## src/rtl/dpp_pkg.sv

```systemverilog
/*
  Package of the data pointer and power control register bank.
  Assumes the core addresses this bank with 8-bit register addresses.
*/
`default_nettype none
package dpp_pkg;
  localparam logic [7:0] ADDR_PRIMARY_LOW = 8'h82;
  localparam logic [7:0] ADDR_PRIMARY_HIGH = 8'h83;
  localparam logic [7:0] ADDR_SECOND_LOW = 8'h84;
  localparam logic [7:0] ADDR_SECOND_HIGH = 8'h85;
  localparam logic [7:0] ADDR_POWER_CONTROL = 8'h87;
  localparam logic [7:0] ADDR_POINTER_SELECT = 8'h92;
  localparam logic [2:0] BIT_ADDRESSABLE_LOW = 3'h0;
  localparam int PTR_WIDTH = 16;
  localparam int BYTE_WIDTH = 8;
  localparam int NUM_POINTERS = 2;
  localparam int SEL_BIT = 0;
  localparam int PC_BAUD_DOUBLE = 7;
  localparam int PC_USER_FLAG_THREE = 6;
  localparam int PC_USER_FLAG_TWO = 5;
  localparam int PC_PROG_WRITE = 4;
  localparam int PC_USER_FLAG_ONE = 3;
  localparam int PC_USER_FLAG_ZERO = 2;
  localparam logic [7:0] PC_WRITABLE_MASK = 8'hFC;
  localparam logic [7:0] RESET_BYTE = 8'h00;
  localparam logic [15:0] RESET_WORD = 16'h0000;
  localparam logic RESET_SEL = 1'b0;
endpackage
`default_nettype wire

```

## src/rtl/dpp_ptr_if.sv

```systemverilog
/*
  Carrier between the register bank and one pointer register pair.
  Assumes a single clock shared by both ends.
*/
`timescale 1ns/100ps
`default_nettype none
interface dpp_ptr_if;
  logic low_wr;
  logic high_wr;
  logic [7:0] byte_data;
  logic word_wr;
  logic [15:0] word_data;
  logic [15:0] value;
  modport bank (output low_wr, high_wr, byte_data, word_wr, word_data,
    input value);
  modport ptr (input low_wr, high_wr, byte_data, word_wr, word_data,
    output value);
endinterface
`default_nettype wire

```

## src/rtl/dpp_ptr_reg.sv

```systemverilog
/*
  One 16-bit pointer held as two byte registers.
  Assumes the bank never asks for a word and a byte write of the same
  pointer at once; if it does, the word write wins.
*/
`timescale 1ns/100ps
`default_nettype none
module dpp_ptr_reg
(
  // Clock and reset
  input wire logic mclk_in,
  input wire logic sys_rst_in,
  // Bank side
  dpp_ptr_if.ptr bus
);

  typedef struct packed {
    logic [7:0] high;
    logic [7:0] low;
  } dpp_ptr_state_t;

  dpp_ptr_state_t state;
  dpp_ptr_state_t next_state;

  always_comb
  begin
    next_state = state;
    if (bus.low_wr)
    begin
      next_state.low = bus.byte_data;
    end
    if (bus.high_wr)
    begin
      next_state.high = bus.byte_data;
    end
    if (bus.word_wr)
    begin
      next_state = bus.word_data;
    end
  end

  always_ff @(posedge mclk_in or posedge sys_rst_in)
  begin
    if (sys_rst_in)
    begin
      state <= dpp_pkg::RESET_WORD;
    end
    else
    begin
      state <= next_state;
    end
  end

  assign bus.value = state;

endmodule // dpp_ptr_reg
`default_nettype wire

```

## src/rtl/dpp_sfr_bank.sv

```systemverilog
/*
  Dual data pointer, pointer select and power control register bank.
  Assumes the core drives a synchronous register bus on mclk_in: byte
  reads and writes by address, bit writes by bit address, and 16-bit
  writes of the selected pointer.
*/
`timescale 1ns/100ps
`default_nettype none

// Overview of operation
// Two 16-bit pointers exist and a select register picks the active one.
// Select bit 0 picks primary (0) or second (1); bits 7 to 1 are unused.
// The selected pointer gives the indirect address for moves and jumps.
// The second pointer has its low byte at 0x84 and high byte at 0x85.
// Pointers are read and written as words or as independent bytes.
// Power control bit 7 drives the serial port 0 baud doubler.
// Power control bit 4 enables program memory write mode.
// Power control bits 6, 5, 3 and 2 are plain flag storage.
// Power control bits 1 and 0 are written zero and always read zero.
// Only addresses ending in 000 take bit access; others take bytes.
// Select register and all pointer bytes reset to zero.
// Software avoids unmapped addresses; they read zero, writes ignored.
module dpp_sfr_bank
(
  // Clock and reset
  input wire logic mclk_in,
  input wire logic sys_rst_in,
  // Byte access
  input wire logic [7:0] sfr_addr_in,
  input wire logic sfr_wr_in,
  input wire logic sfr_rd_in,
  input wire logic [7:0] sfr_wdata_in,
  // Bit access
  input wire logic sfr_bit_wr_in,
  input wire logic [7:0] sfr_bit_addr_in,
  input wire logic sfr_bit_val_in,
  // Word access to the selected pointer
  input wire logic ptr_word_wr_in,
  input wire logic [15:0] ptr_word_in,
  // Read answer
  output logic [7:0] sfr_rdata_out,
  output logic sfr_rvalid_out,
  // Block outputs
  output logic [15:0] indirect_address_pointer_out,
  output logic baud_double_out,
  output logic prog_write_en_out
);

  typedef struct packed {
    logic [7:0] rdata;
    logic rvalid;
    logic [15:0] indirect;
    logic sel;
    logic [7:0] power_control;
  } dpp_bank_state_t;

  dpp_bank_state_t state;
  dpp_bank_state_t next_state;

  dpp_ptr_if ptr_bus [dpp_pkg::NUM_POINTERS] ();
  logic [15:0] ptr_value [dpp_pkg::NUM_POINTERS];

  ////////////////////////////////////////////////////////////////////////
  // Decoding

  function automatic logic bit_addressable(input logic [7:0] addr);
    bit_addressable = (addr[2:0] == dpp_pkg::BIT_ADDRESSABLE_LOW);
  endfunction

  function automatic logic [7:0] low_addr(input int idx);
    low_addr = (idx == 0) ? dpp_pkg::ADDR_PRIMARY_LOW
      : dpp_pkg::ADDR_SECOND_LOW;
  endfunction

  function automatic logic [7:0] high_addr(input int idx);
    high_addr = (idx == 0) ? dpp_pkg::ADDR_PRIMARY_HIGH
      : dpp_pkg::ADDR_SECOND_HIGH;
  endfunction

  // Keeps the flag, doubler and write mode bits; bits 1 and 0 hold zero
  function automatic logic [7:0] pc_store(input logic [7:0] data);
    logic [7:0] kept;
    kept = 8'h00;
    kept[dpp_pkg::PC_BAUD_DOUBLE] = data[dpp_pkg::PC_BAUD_DOUBLE];
    kept[dpp_pkg::PC_USER_FLAG_THREE] =
      data[dpp_pkg::PC_USER_FLAG_THREE];
    kept[dpp_pkg::PC_USER_FLAG_TWO] = data[dpp_pkg::PC_USER_FLAG_TWO];
    kept[dpp_pkg::PC_PROG_WRITE] = data[dpp_pkg::PC_PROG_WRITE];
    kept[dpp_pkg::PC_USER_FLAG_ONE] = data[dpp_pkg::PC_USER_FLAG_ONE];
    kept[dpp_pkg::PC_USER_FLAG_ZERO] = data[dpp_pkg::PC_USER_FLAG_ZERO];
    pc_store = kept;
  endfunction

  // Byte address and lane of a bit access; bit groups start on X000
  // bytes, and no register of this bank sits there, so bit writes miss
  logic [7:0] bit_byte_addr;
  logic [2:0] bit_lane;
  logic bit_hit_allowed;
  assign bit_byte_addr = {sfr_bit_addr_in[7:3], 3'h0};
  assign bit_lane = sfr_bit_addr_in[2:0];
  assign bit_hit_allowed = sfr_bit_wr_in && bit_addressable(bit_byte_addr);

  ////////////////////////////////////////////////////////////////////////
  // Pointer pairs

  genvar g;
  generate
    for (g = 0; g < dpp_pkg::NUM_POINTERS; g++)
    begin : g_ptr
      logic [7:0] bit_base;
      logic [7:0] bit_merged;
      logic bit_low;
      logic bit_high;
      // A bit access only reaches a byte whose address ends in 000
      assign bit_low = bit_hit_allowed && (bit_byte_addr == low_addr(g));
      assign bit_high = bit_hit_allowed && (bit_byte_addr == high_addr(g));
      assign bit_base = bit_low ? ptr_value[g][7:0] : ptr_value[g][15:8];
      always_comb
      begin
        bit_merged = bit_base;
        bit_merged[bit_lane] = sfr_bit_val_in;
      end
      assign ptr_bus[g].low_wr = (sfr_wr_in && (sfr_addr_in == low_addr(g)))
        || bit_low;
      assign ptr_bus[g].high_wr = (sfr_wr_in && (sfr_addr_in == high_addr(g)))
        || bit_high;
      assign ptr_bus[g].byte_data = (bit_low || bit_high) ? bit_merged
        : sfr_wdata_in;
      assign ptr_bus[g].word_wr = ptr_word_wr_in
        && (state.sel == 1'(g));
      assign ptr_bus[g].word_data = ptr_word_in;
      assign ptr_value[g] = ptr_bus[g].value;
      dpp_ptr_reg u_ptr
      (
        .mclk_in(mclk_in),
        .sys_rst_in(sys_rst_in),
        .bus(ptr_bus[g])
      );
    end
  endgenerate

  ////////////////////////////////////////////////////////////////////////
  // Bank state

  logic [7:0] read_mux;
  logic [7:0] bit_pc;
  logic [7:0] bit_sel;

  always_comb
  begin
    unique case (sfr_addr_in)
      dpp_pkg::ADDR_PRIMARY_LOW: read_mux = ptr_value[0][7:0];
      dpp_pkg::ADDR_PRIMARY_HIGH: read_mux = ptr_value[0][15:8];
      dpp_pkg::ADDR_SECOND_LOW: read_mux = ptr_value[1][7:0];
      dpp_pkg::ADDR_SECOND_HIGH: read_mux = ptr_value[1][15:8];
      dpp_pkg::ADDR_POWER_CONTROL:
        read_mux = state.power_control & dpp_pkg::PC_WRITABLE_MASK;
      dpp_pkg::ADDR_POINTER_SELECT: read_mux = {7'h00, state.sel};
      default: read_mux = 8'h00;
    endcase
  end

  always_comb
  begin
    bit_pc = state.power_control;
    bit_pc[bit_lane] = sfr_bit_val_in;
    bit_sel = {7'h00, state.sel};
    bit_sel[bit_lane] = sfr_bit_val_in;
  end

  always_comb
  begin
    next_state = state;
    next_state.rvalid = sfr_rd_in;
    next_state.rdata = sfr_rd_in ? read_mux : 8'h00;
    if (sfr_wr_in && (sfr_addr_in == dpp_pkg::ADDR_POWER_CONTROL))
    begin
      // Flags, baud doubler and write mode stored; low two bits dropped
      next_state.power_control = pc_store(sfr_wdata_in);
    end
    else if (bit_hit_allowed
      && (bit_byte_addr == dpp_pkg::ADDR_POWER_CONTROL))
    begin
      next_state.power_control = pc_store(bit_pc);
    end
    if (sfr_wr_in && (sfr_addr_in == dpp_pkg::ADDR_POINTER_SELECT))
    begin
      next_state.sel = sfr_wdata_in[dpp_pkg::SEL_BIT];
    end
    else if (bit_hit_allowed
      && (bit_byte_addr == dpp_pkg::ADDR_POINTER_SELECT))
    begin
      next_state.sel = bit_sel[dpp_pkg::SEL_BIT];
    end
    // Follows a new select in the same cycle and the pointer contents one cycle later
    next_state.indirect = next_state.sel ? ptr_value[1] : ptr_value[0];
  end

  always_ff @(posedge mclk_in or posedge sys_rst_in)
  begin
    if (sys_rst_in)
    begin
      state.rdata <= dpp_pkg::RESET_BYTE;
      state.rvalid <= 1'b0;
      state.indirect <= dpp_pkg::RESET_WORD;
      state.sel <= dpp_pkg::RESET_SEL;
      state.power_control <= dpp_pkg::RESET_BYTE;
    end
    else
    begin
      state <= next_state;
    end
  end

  assign sfr_rdata_out = state.rdata;
  assign sfr_rvalid_out = state.rvalid;
  assign indirect_address_pointer_out = state.indirect;
  assign baud_double_out = state.power_control[dpp_pkg::PC_BAUD_DOUBLE];
  assign prog_write_en_out = state.power_control[dpp_pkg::PC_PROG_WRITE];

endmodule // dpp_sfr_bank
`default_nettype wire

```

## config.mk

```make
export PLATFORM = sky130hd
export DESIGN_NAME = dpp_sfr_bank
export DESIGN_NICKNAME = d
export VERILOG_FILES = /design/src/rtl/dpp_pkg.sv /design/src/rtl/dpp_ptr_if.sv /design/src/rtl/dpp_ptr_reg.sv /design/src/rtl/dpp_sfr_bank.sv
export SDC_FILE = /design/constraint.sdc
export NUM_CORES = 1
export LEC_CHECK = 0
export BUFFER_PORTS_ARGS = -buffer_cell sky130_fd_sc_hd__buf_2
export CORE_MARGIN = 3
export CORE_UTILIZATION = 40
export DETAILED_ROUTE_END_ITERATION = 8
export GPL_ROUTABILITY_DRIVEN = 0
export SLEW_MARGIN = 20
export SYNTH_ARGS = -nofsm -noshare
export SYNTH_HDL_FRONTEND = slang
export SYNTH_SLANG_ARGS = --single-unit
```

## constraint.sdc

```tcl
create_clock -name mclk_in -period 2.25 [get_ports mclk_in]
set_clock_uncertainty 0.05 [all_clocks]
set_input_delay 0.3375 -clock mclk_in [delete_from_list [all_inputs] [get_ports mclk_in]]
set_output_delay 0.3375 -clock mclk_in [all_outputs]
set_load 0.01 [all_outputs]
```

Yosys cells after proc, flatten, opt, wreduce, memory -nomap -nowiden
Cells that the tools add are included.

storage, ports and cells
  output and inout bits = 27
  logic and storage cells = 39
  bits of input ports = 47
  bits in registers = 66

cells by class
  mux-type cells = 11
  bitwise logic cells = 1
  equal/unequal tests = 6
  reductions and logical operators = 12

operators with widths
  cell                                   count
  == test 8 bit (second input constant)  6
  2-to-1 mux 16 bit                      3
  2-to-1 mux 8 bit                       6
  case mux 8 bit (6 select lines)        1
  logical AND 1 bit                      8
  nonzero test 2 bit                     4
  2-to-1 mux 1 bit                       1
  NOT 1 bit                              1

Longest topological paths before layout
Gate-level depths: netlist (run 1).

  word-level depth = 4
  mapped depth = 7

Hierarchy
From an unflattened synthesis (run 1), not the netlist that was laid out.

unflattened totals
  cell total of the unflattened synthesis = 296
  area, all modules = 3350.7 sq um

modules (own cells, without submodules)
  module        times used  cells an instance  seq. area each (sq um)  area each (sq um)
  dpp_sfr_bank  1           156                800.8                   1859.3
  dpp_ptr_reg   2           70                 400.4                   745.7

Worst setup path after synthesis (run 1)
No wires, ideal clock.

  path type = input port to flip-flop
  start = input sfr_addr_in[5]
  end = register state, in the netlist indirect_address_pointer_out[10]
  data arrival time = 2.114 ns
  setup time = 0.125 ns
  required time = 2.075 ns
  setup slack = -0.039 ns
  cell stages on the path = 5
  cells stage by stage = or3b_2 nor4_4 mux2i_2 buf_6 mux2_2

RTL lines
  element               line                 source
  start, declared       dpp_sfr_bank.sv:29   input wire logic [7:0] sfr_addr_in,
  end signal, assigned  dpp_sfr_bank.sv:211  state <= next_state;
  end, declared         dpp_sfr_bank.sv:57   dpp_bank_state_t state;

==> metrics.txt, run 1 <==
Worst Reg-to-Reg Cells 3; largest net degree at the start of global routing 65; syn_nets 337; H-tree Lvls 3; Comb power frac 16.8%; IO Pins 74; top cell type's share of synthesized area 49.4%; Clk pwr share 35.1%; Diodes inserted 0; Post-synth top flop dfrtp_1; Mean Syn Cell Area 11.2 µm²; first-pass GRT wire length 11,700 µm; Worst Path Max Fanout 11; Max Fclk 495 MHz; Routed Antenna Nets 0; TritonCTS Buffers 9; RSZ-0062 raised after global routing no; Avg WL per Cell 16.4 µm; Synth Area in Simple Gates 10.1%; failing checks negative hold slack; residual DRC count 0; clk root buf clkbuf_8; ratio of cells with drive above 1 in the final layout 36.7%; Setup Buffers After CTS 0; Rows 32; most area-consuming cells after synthesis dfrtp_1, mux2i_1, mux2_2; final hold vios 1; vias per inst 5.09; detailed placement HPWL 5060 µm; period utilization 89.8%; sequential power share 48.1%; CP arrival 2190 ps; Total GRT Usage 17.4%; Setup crit start kind input pin; cell-internal power 2230 µW; P_leak 0.00197 µW; switch share 26.0%; Crit Path Category in -> reg; cell accounting for the most synthesized area dfrtp_1; Pwr Density 787 mW/mm²; Synth-to-Final Area Change 18.2%; Hold WS -1.24 ps; asr flop ratio synth 100%; status complete, but fails checks; Post-Synth XOR/XNOR Area 0%; Detailed Route WL 7410 µm; dpl cells 435; Worst Tran Pin Value 423 ps; Clock transition at path regs 70 ps; crit path time final 2020 ps; Final TNS setup 0 ps; Final Instance Count excl. Fillers 451; Total Nets Final 391; Iteration-0 DRC Markers 104; CP Capture Type register; largest family of logic cells by synthesized area multiplexers; top cells by instance count after synthesis dfrtp_1, mux2i_1, nor2_1; Rel. slew slack 71.7%; design area 0.00383 mm²; Num Clock Sinks 64; Adder-Cell Fraction of Synth Area 0%; setup ws final 230 ps; maximum clock path buffer count 2; Port Buffer Count 63; Sw Pwr 783 µW; mux contribution to synthesized area 23.2%; max cap viols 0; compound-gate portion of the synthesized area 9.00%; post_cts resized 0; max-slew violations 0; Post-Place Worst Slack -128 ps; vias 2,295; Post-synth EDFFs 0; die area 0.00922 mm²; Initial Util 41.5%; Vert. Die Dim 96.0 µm; Fillers 719; Synth Register Bits 64; Initial DRT Pass Iterations 5; Synth Cell Area 0.00324 mm²; Mapped Cells 290; # setup viols final 0; CTS tree done; Synth cell types 31; vias in the first global route 2,287; Placed Instance Area 0.00361 mm²; Worst VDD drop 0.280 mV; Worst-Skew Late Latency 330 ps; WP data required 2420 ps; YS warnings 0; most frequent cell after synthesis dfrtp_1; register area share after synthesis 49.4%; core area 0.00781 mm²; Die W 96.0 µm; initial antenna violation count 0; global route total overflow 0; worst hold path type in -> async; CTS Hold Bufs 0
[kinds of logic (layout without fill, tap and decap cells)]
group,count (synthesis),in the layout
and+or+nand+nor,63,63
AOI/OAI and AO/OA,48,48
DFF,64,64
muxes,72,72
buffers and inverters,43,102
[path summary, 6_finish.rpt]
path                                               endpoint  slack [ps]           start
min reg2reg                                        state[6]         460        state[6]
max                        indirect_address_pointer_out[13]         230  sfr_addr_in[5]
max reg2reg                indirect_address_pointer_out[13]         900        state[8]
min                        indirect_address_pointer_out[14]          -1      sys_rst_in
max in group asynchronous       g_ptr[1].u_ptr.bus.value[8]        1830      sys_rst_in
min in group mclk_in                         sfr_rvalid_out          80       sfr_rd_in
[critical path, stage by stage]
cell and delay (ps):
buf_2 100, or3b_2 520, nor4_4 340, mux2i_4 350, buf_12 180, mux2_2 340
[power by group through the flow]
stage	registers, µW	logic, µW	clock network (µW)
finish	1450	505	1060
global route	1470	566	1140
CTS	1450	512	1090
detailed placement	1470	511	0
global placement	1470	498	0
floorplan	1430	392	0
[metal layers]
| layer | vias up | part of all wire (%) | GRT usage (%) |
|---|---|---|---|
| li1 | 1105 | - | - |
| met1 | 1107 | 46 | 24.0 |
| met2 | 73 | 47 | 25.7 |
| met3 | 10 | 5.7 | 4.77 |
| met4 | 0 | 1.6 | 7.11 |
| met5 | - | 0 | 0 |
[layout by cell type (no fill, tap or decap), drive strengths merged]
cell type,instances
a21oi,33
mux2,22
or4b,1
buf,84
nand3,1
nand4b,2
nand4,2
nor2,40
and4b,1
a2bb2oi,6
nand3b,1
nor4b,1
clkinv,1
mux2i,50
o32a,1
nor3b,5
a211oi,1
nor4,1
nand2,4
o21ai,1
nand2b,1
bufinv,1
o21bai,1
inv,2
dfrtp,64
o2bb2ai,5
clkbuf,14
or3b,2
or2,1
[area by class of cell]
| cell class | count | area (µm²) | area share (%) |
|---|---|---|---|
| Sequential cell | 64 | 1600 | 41.8 |
| Multi-Input combinational cell | 183 | 1380 | 36.0 |
| Timing Repair Buffer | 84 | 498 | 13.0 |
| Clock buffer | 14 | 183 | 4.77 |
| Tap cell | 102 | 128 | 3.33 |
| Clock inverter | 2 | 35.0 | 0.914 |
| Inverter | 2 | 7.51 | 0.196 |
[flip-flops by register name, indices dropped and copies added, names as in the netlist]
name                          cells
prog_write_en_out                 1
sfr_rvalid_out                    1
state                             5
indirect_address_pointer_out     16
g_ptr.u_ptr.bus.value            32
baud_double_out                   1
sfr_rdata_out                     8
[stage by stage]
stage,power (µW),utilization [%],hold slack [ps]
after floorplan,1820,-,319
after global placement,1960,46.3,385
after detailed placement,1980,46.3,384
after CTS,3050,49.1,21.8
after global routing,3180,49.1,39.6
final,3010,49.1,-1.24
(Power assumes the default switching activity.)
==> run 2: changes to the inputs <==
Settings changed: SYNTH_HIERARCHICAL set to 1.
==> run 2 against run 1 <==
Effect of this change:
- the flow now finishes without violations
- core utilization shrank 1.1 points
- clock-buffer cell count shrank 3
- maximum frequency grew 19%
- global-route usage shrank 0.19 points
- highest routed layer unchanged
- critical path type unchanged
==> metrics.txt, run 2 <==
Initial Util 42.3% (+0.76 points); largest family of logic cells by synthesized area multiplexers; CP arrival 1870 ps (-320 ps); clk root buf clkbuf_8; detailed placement HPWL 5490 µm (+8.6%); Diodes inserted 0 (unchanged); Worst-Skew Late Latency 330 ps (about the same); Synth Area in Simple Gates 8.22% (-1.9 points); CTS Hold Bufs 0 (unchanged); top cells by instance count after synthesis dfrtp_1, mux2i_1, nand2_1; Synth-to-Final Area Change 13.4%; Worst Reg-to-Reg Cells 3 (unchanged); register area share after synthesis 47.8% (-1.6 points); Synth cell types 36 (+16%); top cell type's share of synthesized area 47.8% (-1.6 points); Mean Syn Cell Area 11.3 µm² (+1.3%); Rel. slew slack 51.5% (-20 points); largest net degree at the start of global routing 33 (-49%); most frequent cells in the layout dfrtp_1, buf_2, mux2i_1; period utilization 75.5% (-14 points); Mapped Cells 296 (+2.1%); die area 0.00951 mm² (+3.2%); TritonCTS Buffers 9 (unchanged); Routed Antenna Nets 0 (unchanged); vias 2,283 (-0.52%); first-pass GRT wire length 12,700 µm (+8.5%); Final TNS setup 0 ps (unchanged); most area-consuming cells after synthesis dfrtp_1, mux2i_1, buf_4; Initial DRT Pass Iterations 4 (-1); Synth Cell Area 0.00335 mm² (+3.4%); final core occ 47.9% (-1.1 points); mux contribution to synthesized area 21.1% (-2.1 points); IO Pins 74 (unchanged); Adder-Cell Fraction of Synth Area 0% (unchanged); most frequent cell after synthesis dfrtp_1; core area 0.00793 mm² (+1.5%); vias in the first global route 2,363 (+3.3%); CP Capture Type register; ratio of cells with drive above 1 in the final layout 37.6% (+0.93 points); Max Fclk 589 MHz (+19%); Hold WS 58.1 ps (+59.3 ps); vias per inst 5.13 (+0.82%); max cap viols 0 (unchanged); Rows 32 (unchanged); Avg WL per Cell 17.6 µm (+7.3%); P_leak 0.00176 µW (-11%); crit path time final 1700 ps (-321 ps); # setup viols final 0 (unchanged); post_cts resized 0 (unchanged); Iteration-0 DRC Markers 102 (-1.9%); CTS tree done; Setup crit start kind input pin; global route total overflow 0 (unchanged); Total GRT Usage 17.2% (-0.19 points); dpl cells 433 (-0.46%); Post-Place Worst Slack 181 ps (+309 ps); Post-synth EDFFs 0 (unchanged); Post-Synth XOR/XNOR Area 0% (unchanged); max FFs per register 32 (unchanged); status complete, no violations; commonest non-fill, non-tap cell in the layout dfrtp_1; Worst Path Max Fanout 11 (unchanged); Setup Buffers After CTS 0 (unchanged); cell accounting for the most synthesized area dfrtp_1; Total Nets Final 389 (-0.51%); Num Clock Sinks 64 (unchanged); Worst VDD drop 0.272 mV (-2.9%); WP data required 2420 ps (about the same); Worst Tran Pin Value 726 ps (+303 ps); syn_nets 343 (+1.8%); Pwr Density 733 mW/mm² (-6.8%); RSZ-0062 raised after global routing no; asr flop ratio synth 100% (unchanged); setup ws final 551 ps (+321 ps); Final Instance Count excl. Fillers 445 (-1.3%); Clock transition at path regs 60 ps (about the same); Port Buffer Count 63 (unchanged); H-tree Lvls 3 (unchanged); YS warnings 6 (+6); Detailed Route WL 7840 µm (+5.9%); Die W 97.5 µm (+1.6%); Post-synth top flop dfrtp_1; worst hold path type in -> async; max-slew violations 0 (unchanged); final hold vios 0 (-1); Vert. Die Dim 97.5 µm (+1.6%); initial antenna violation count 0 (unchanged); Crit Path Category in -> reg; maximum clock path buffer count 2 (unchanged); Synth Register Bits 64 (unchanged); compound-gate portion of the synthesized area 12.9% (+3.9 points); residual DRC count 0 (unchanged)
==> run 2: area by class of cell <==
type	instances	area [µm²]
inverter	5	18.8
clock buffer	11	151
timing repair buffer	80	443
tap	102	128
sequential	64	1600
clock inverter	1	30.0
fill	762	4130
multi-input combinational	182	1430
==> run 2: cell families after synthesis <==
| logic type | after synthesis |
|---|---|
| flops | 64 |
| buf+inv | 50 |
| mux | 63 |
| simple gates | 56 |
| compound gates | 63 |
==> run 2: worst max-delay path: stages <==
cell     delay (ps)
buf_2           110
nor4b_4         390
nand4_2         190
mux2i_4         220
buf_4           250
mux2_2          360
==> run 2: per-layer routing <==
layer / up-vias / global-route usage (%) / part of all wire (%)
met2: 68 / 27.7 / 47
met4: 0 / 3.51 / 0.92
met5: - / 0 / 0
met3: 8 / 4.31 / 5.8
met1: 1092 / 23.6 / 46
li1: 1115 / - / -
==> run 2: stage by stage <==
step,area (µm²),total power (µW)
after floorplan,3350,1720
after global placement,3620,1840
after detailed placement,3620,1860
after CTS,3800,2820
after global routing,3800,2940
final,3800,2790
==> run 2: path summary, 6_finish.rpt <==
kind	start	endpoint	slack, ps
setup reg to reg	state[8]	indirect_address_pointer_out[2]	850
max in group asynchronous	sys_rst_in	g_ptr[0].u_ptr/bus.value[14]	1600
setup / recovery	sfr_addr_in[5]	indirect_address_pointer_out[2]	550
min in group mclk_in	sfr_rd_in	sfr_rvalid_out	80
hold reg to reg	state[3]	state[3]	460
hold / removal	sys_rst_in	indirect_address_pointer_out[7]	60
==> run 2: report_power, final <==
part           internal, µW  leakage (µW)  switching, µW
Combinational           207      0.000852            235
Sequential             1290      0.000818           99.9
Clock                   548     0.0000932            402
==> run 3: changes to the inputs <==
Clock period 2.25 ns to 1.7 ns, I/O delays scaled along.
==> run 3 against run 2 <==
Effect of this change:
- design area rose by 4.4%
- wire length increased by 0.79%
- power up 40%
- largest power group unchanged
- die area is the same
- worst hold slack better by 36 ps
- largest cell class unchanged
- highest routed layer unchanged
- global-route usage increased by 0.33 points
- core utilization grew 2.1 points
- via count rose by 2.2%
==> metrics.txt, run 3 (synthesis results as in run 2) <==
Num Clock Sinks 64 (unchanged); Worst Path Max Fanout 7 (-4); residual DRC count 0 (unchanged); post_cts resized 0 (unchanged); largest net degree at the start of global routing 33 (unchanged); Pwr Density 985 mW/mm² (+34%); RSZ-0062 raised after global routing no; most frequent cells in the layout dfrtp_1, buf_2, mux2i_1; detailed placement HPWL 5590 µm (+1.9%); setup ws final 86.8 ps (-465 ps); die area 0.00951 mm² (unchanged); core area 0.00793 mm² (unchanged); reg2reg start state[8]; Placed Instance Area 0.00372 mm² (+2.8%); max FFs per register 32 (unchanged); status complete, no violations; final core occ 50.0% (+2.1 points); Port Buffer Count 63 (unchanged); Diodes inserted 0 (unchanged); Initial DRT Pass Iterations 4 (unchanged); design area 0.00397 mm² (+4.4%); CP Capture Type register; Final Instance Count excl. Fillers 461 (+3.6%); Post-Place Worst Slack -220 ps (-401 ps); H-tree Lvls 3 (unchanged); max-slew violations 0 (unchanged); Rel. slew slack 67.3% (+16 points); vias per inst 5.06 (-1.3%); period utilization 94.9%; Initial Util 42.3% (unchanged); Worst VDD drop 0.339 mV (+25%); Vert. Die Dim 97.5 µm (unchanged); dpl cells 443 (+2.3%); global route total overflow 0 (unchanged); Total GRT Usage 17.5% (+0.33 points); P_leak 0.00185 µW (+5.1%); clk root buf clkbuf_8; # setup viols final 0 (unchanged); Setup crit start kind input pin; IO Pins 74 (unchanged); max cap viols 0 (unchanged); Worst Tran Pin Value 491 ps (-236 ps); Min-Delay Startpoint ptr_word_in[14]; Clock transition at path regs 70 ps (about the same); ratio of cells with drive above 1 in the final layout 39.6% (+1.9 points); Detailed Route WL 7910 µm (+0.79%); crit path time final 1610 ps; Fillers 750 (-1.6%); Synth-to-Final Area Change 18.4%; Max Fclk 620 MHz; vias 2,334 (+2.2%); Avg WL per Cell 17.1 µm (-2.7%); worst hold path type in -> reg; Worst Setup SP sfr_addr_in[3]; CTS tree done; commonest non-fill, non-tap cell in the layout dfrtp_1; first-pass GRT wire length 13,100 µm (+2.9%); vias in the first global route 2,503 (+5.9%); final hold vios 0 (unchanged); Die W 97.5 µm (unchanged); Routed Antenna Nets 0 (unchanged); maximum clock path buffer count 2 (unchanged); initial antenna violation count 0 (unchanged); Final TNS setup 0 ps (unchanged); WP data required 1890 ps (-530 ps); TritonCTS Buffers 9 (unchanged); Total Nets Final 402 (+3.3%); CP arrival 1800 ps (-70 ps); Iteration-0 DRC Markers 76 (-25%); Worst-Skew Late Latency 330 ps (about the same); Crit Path Category in -> reg; Rows 32 (unchanged)
run 3: stage by stage:
stage | power, µW | hold WS [ps]
after floorplan | 2280 | 119
after global placement | 2460 | 153
after detailed placement | 2480 | 151
after CTS | 3950 | 78.4
after global routing | 4100 | 87.1
final | 3910 | 93.8
run 3: worst paths after layout:
path / slack [ps] / endpoint / cells past startpoint
max: 90 / sfr_rdata_out[6] / 6
max in group asynchronous: 820 / sfr_rvalid_out / 4
min: 90 / g_ptr[0].u_ptr/bus.value[14] / 3
max reg2reg: 340 / indirect_address_pointer_out[3] / 3
min in group asynchronous: 350 / indirect_address_pointer_out[15] / 3
min reg2reg: 460 / state[3] / 1
run 3: final cells by class:
| class | count | area (µm²) | share of cell area [%] |
|---|---|---|---|
| clock inverters | 3 | 65.1 | 1.64 |
| well taps | 102 | 128 | 3.22 |
| flip-flops and latches | 64 | 1600 | 40.4 |
| clock buffers | 12 | 155 | 3.91 |
| inverters | 5 | 18.8 | 0.473 |
| multi-input cells | 182 | 1430 | 36.0 |
| repair buffers | 93 | 571 | 14.4 |
run 3: what timing repair did:
action / in CTS / in global routing
endpoints found under the hold margin: 36 / 0
setup endpoints to repair: 0 / 2
buffers inserted: 0 / 1
hold buffers: 2 / 0
run 3: worst max-delay path, cell delays in order:
cell and delay, ps:
buf_2 110, nor4b_4 350, buf_4 180, nand2_1 60, or4_4 620, a211oi_2 220
run 3: routing by layer:
| metal | global-route usage [%] | wire [µm] | vias to the layer above |
|---|---|---|---|
| li1 | - | - | 1139 |
| met1 | 22.9 | 3590 | 1130 |
| met2 | 28.4 | 3820 | 59 |
| met3 | 4.31 | 427 | 6 |
| met4 | 6.18 | 70 | 0 |
| met5 | 0 | 0 | - |
run 3: report_power, final:
group | internal, µW | leakage, µW | switching (µW)
Sequential | 1710 | 0.000818 | 134
Combinational | 298 | 0.000923 | 311
Clock | 897 | 0.000112 | 558
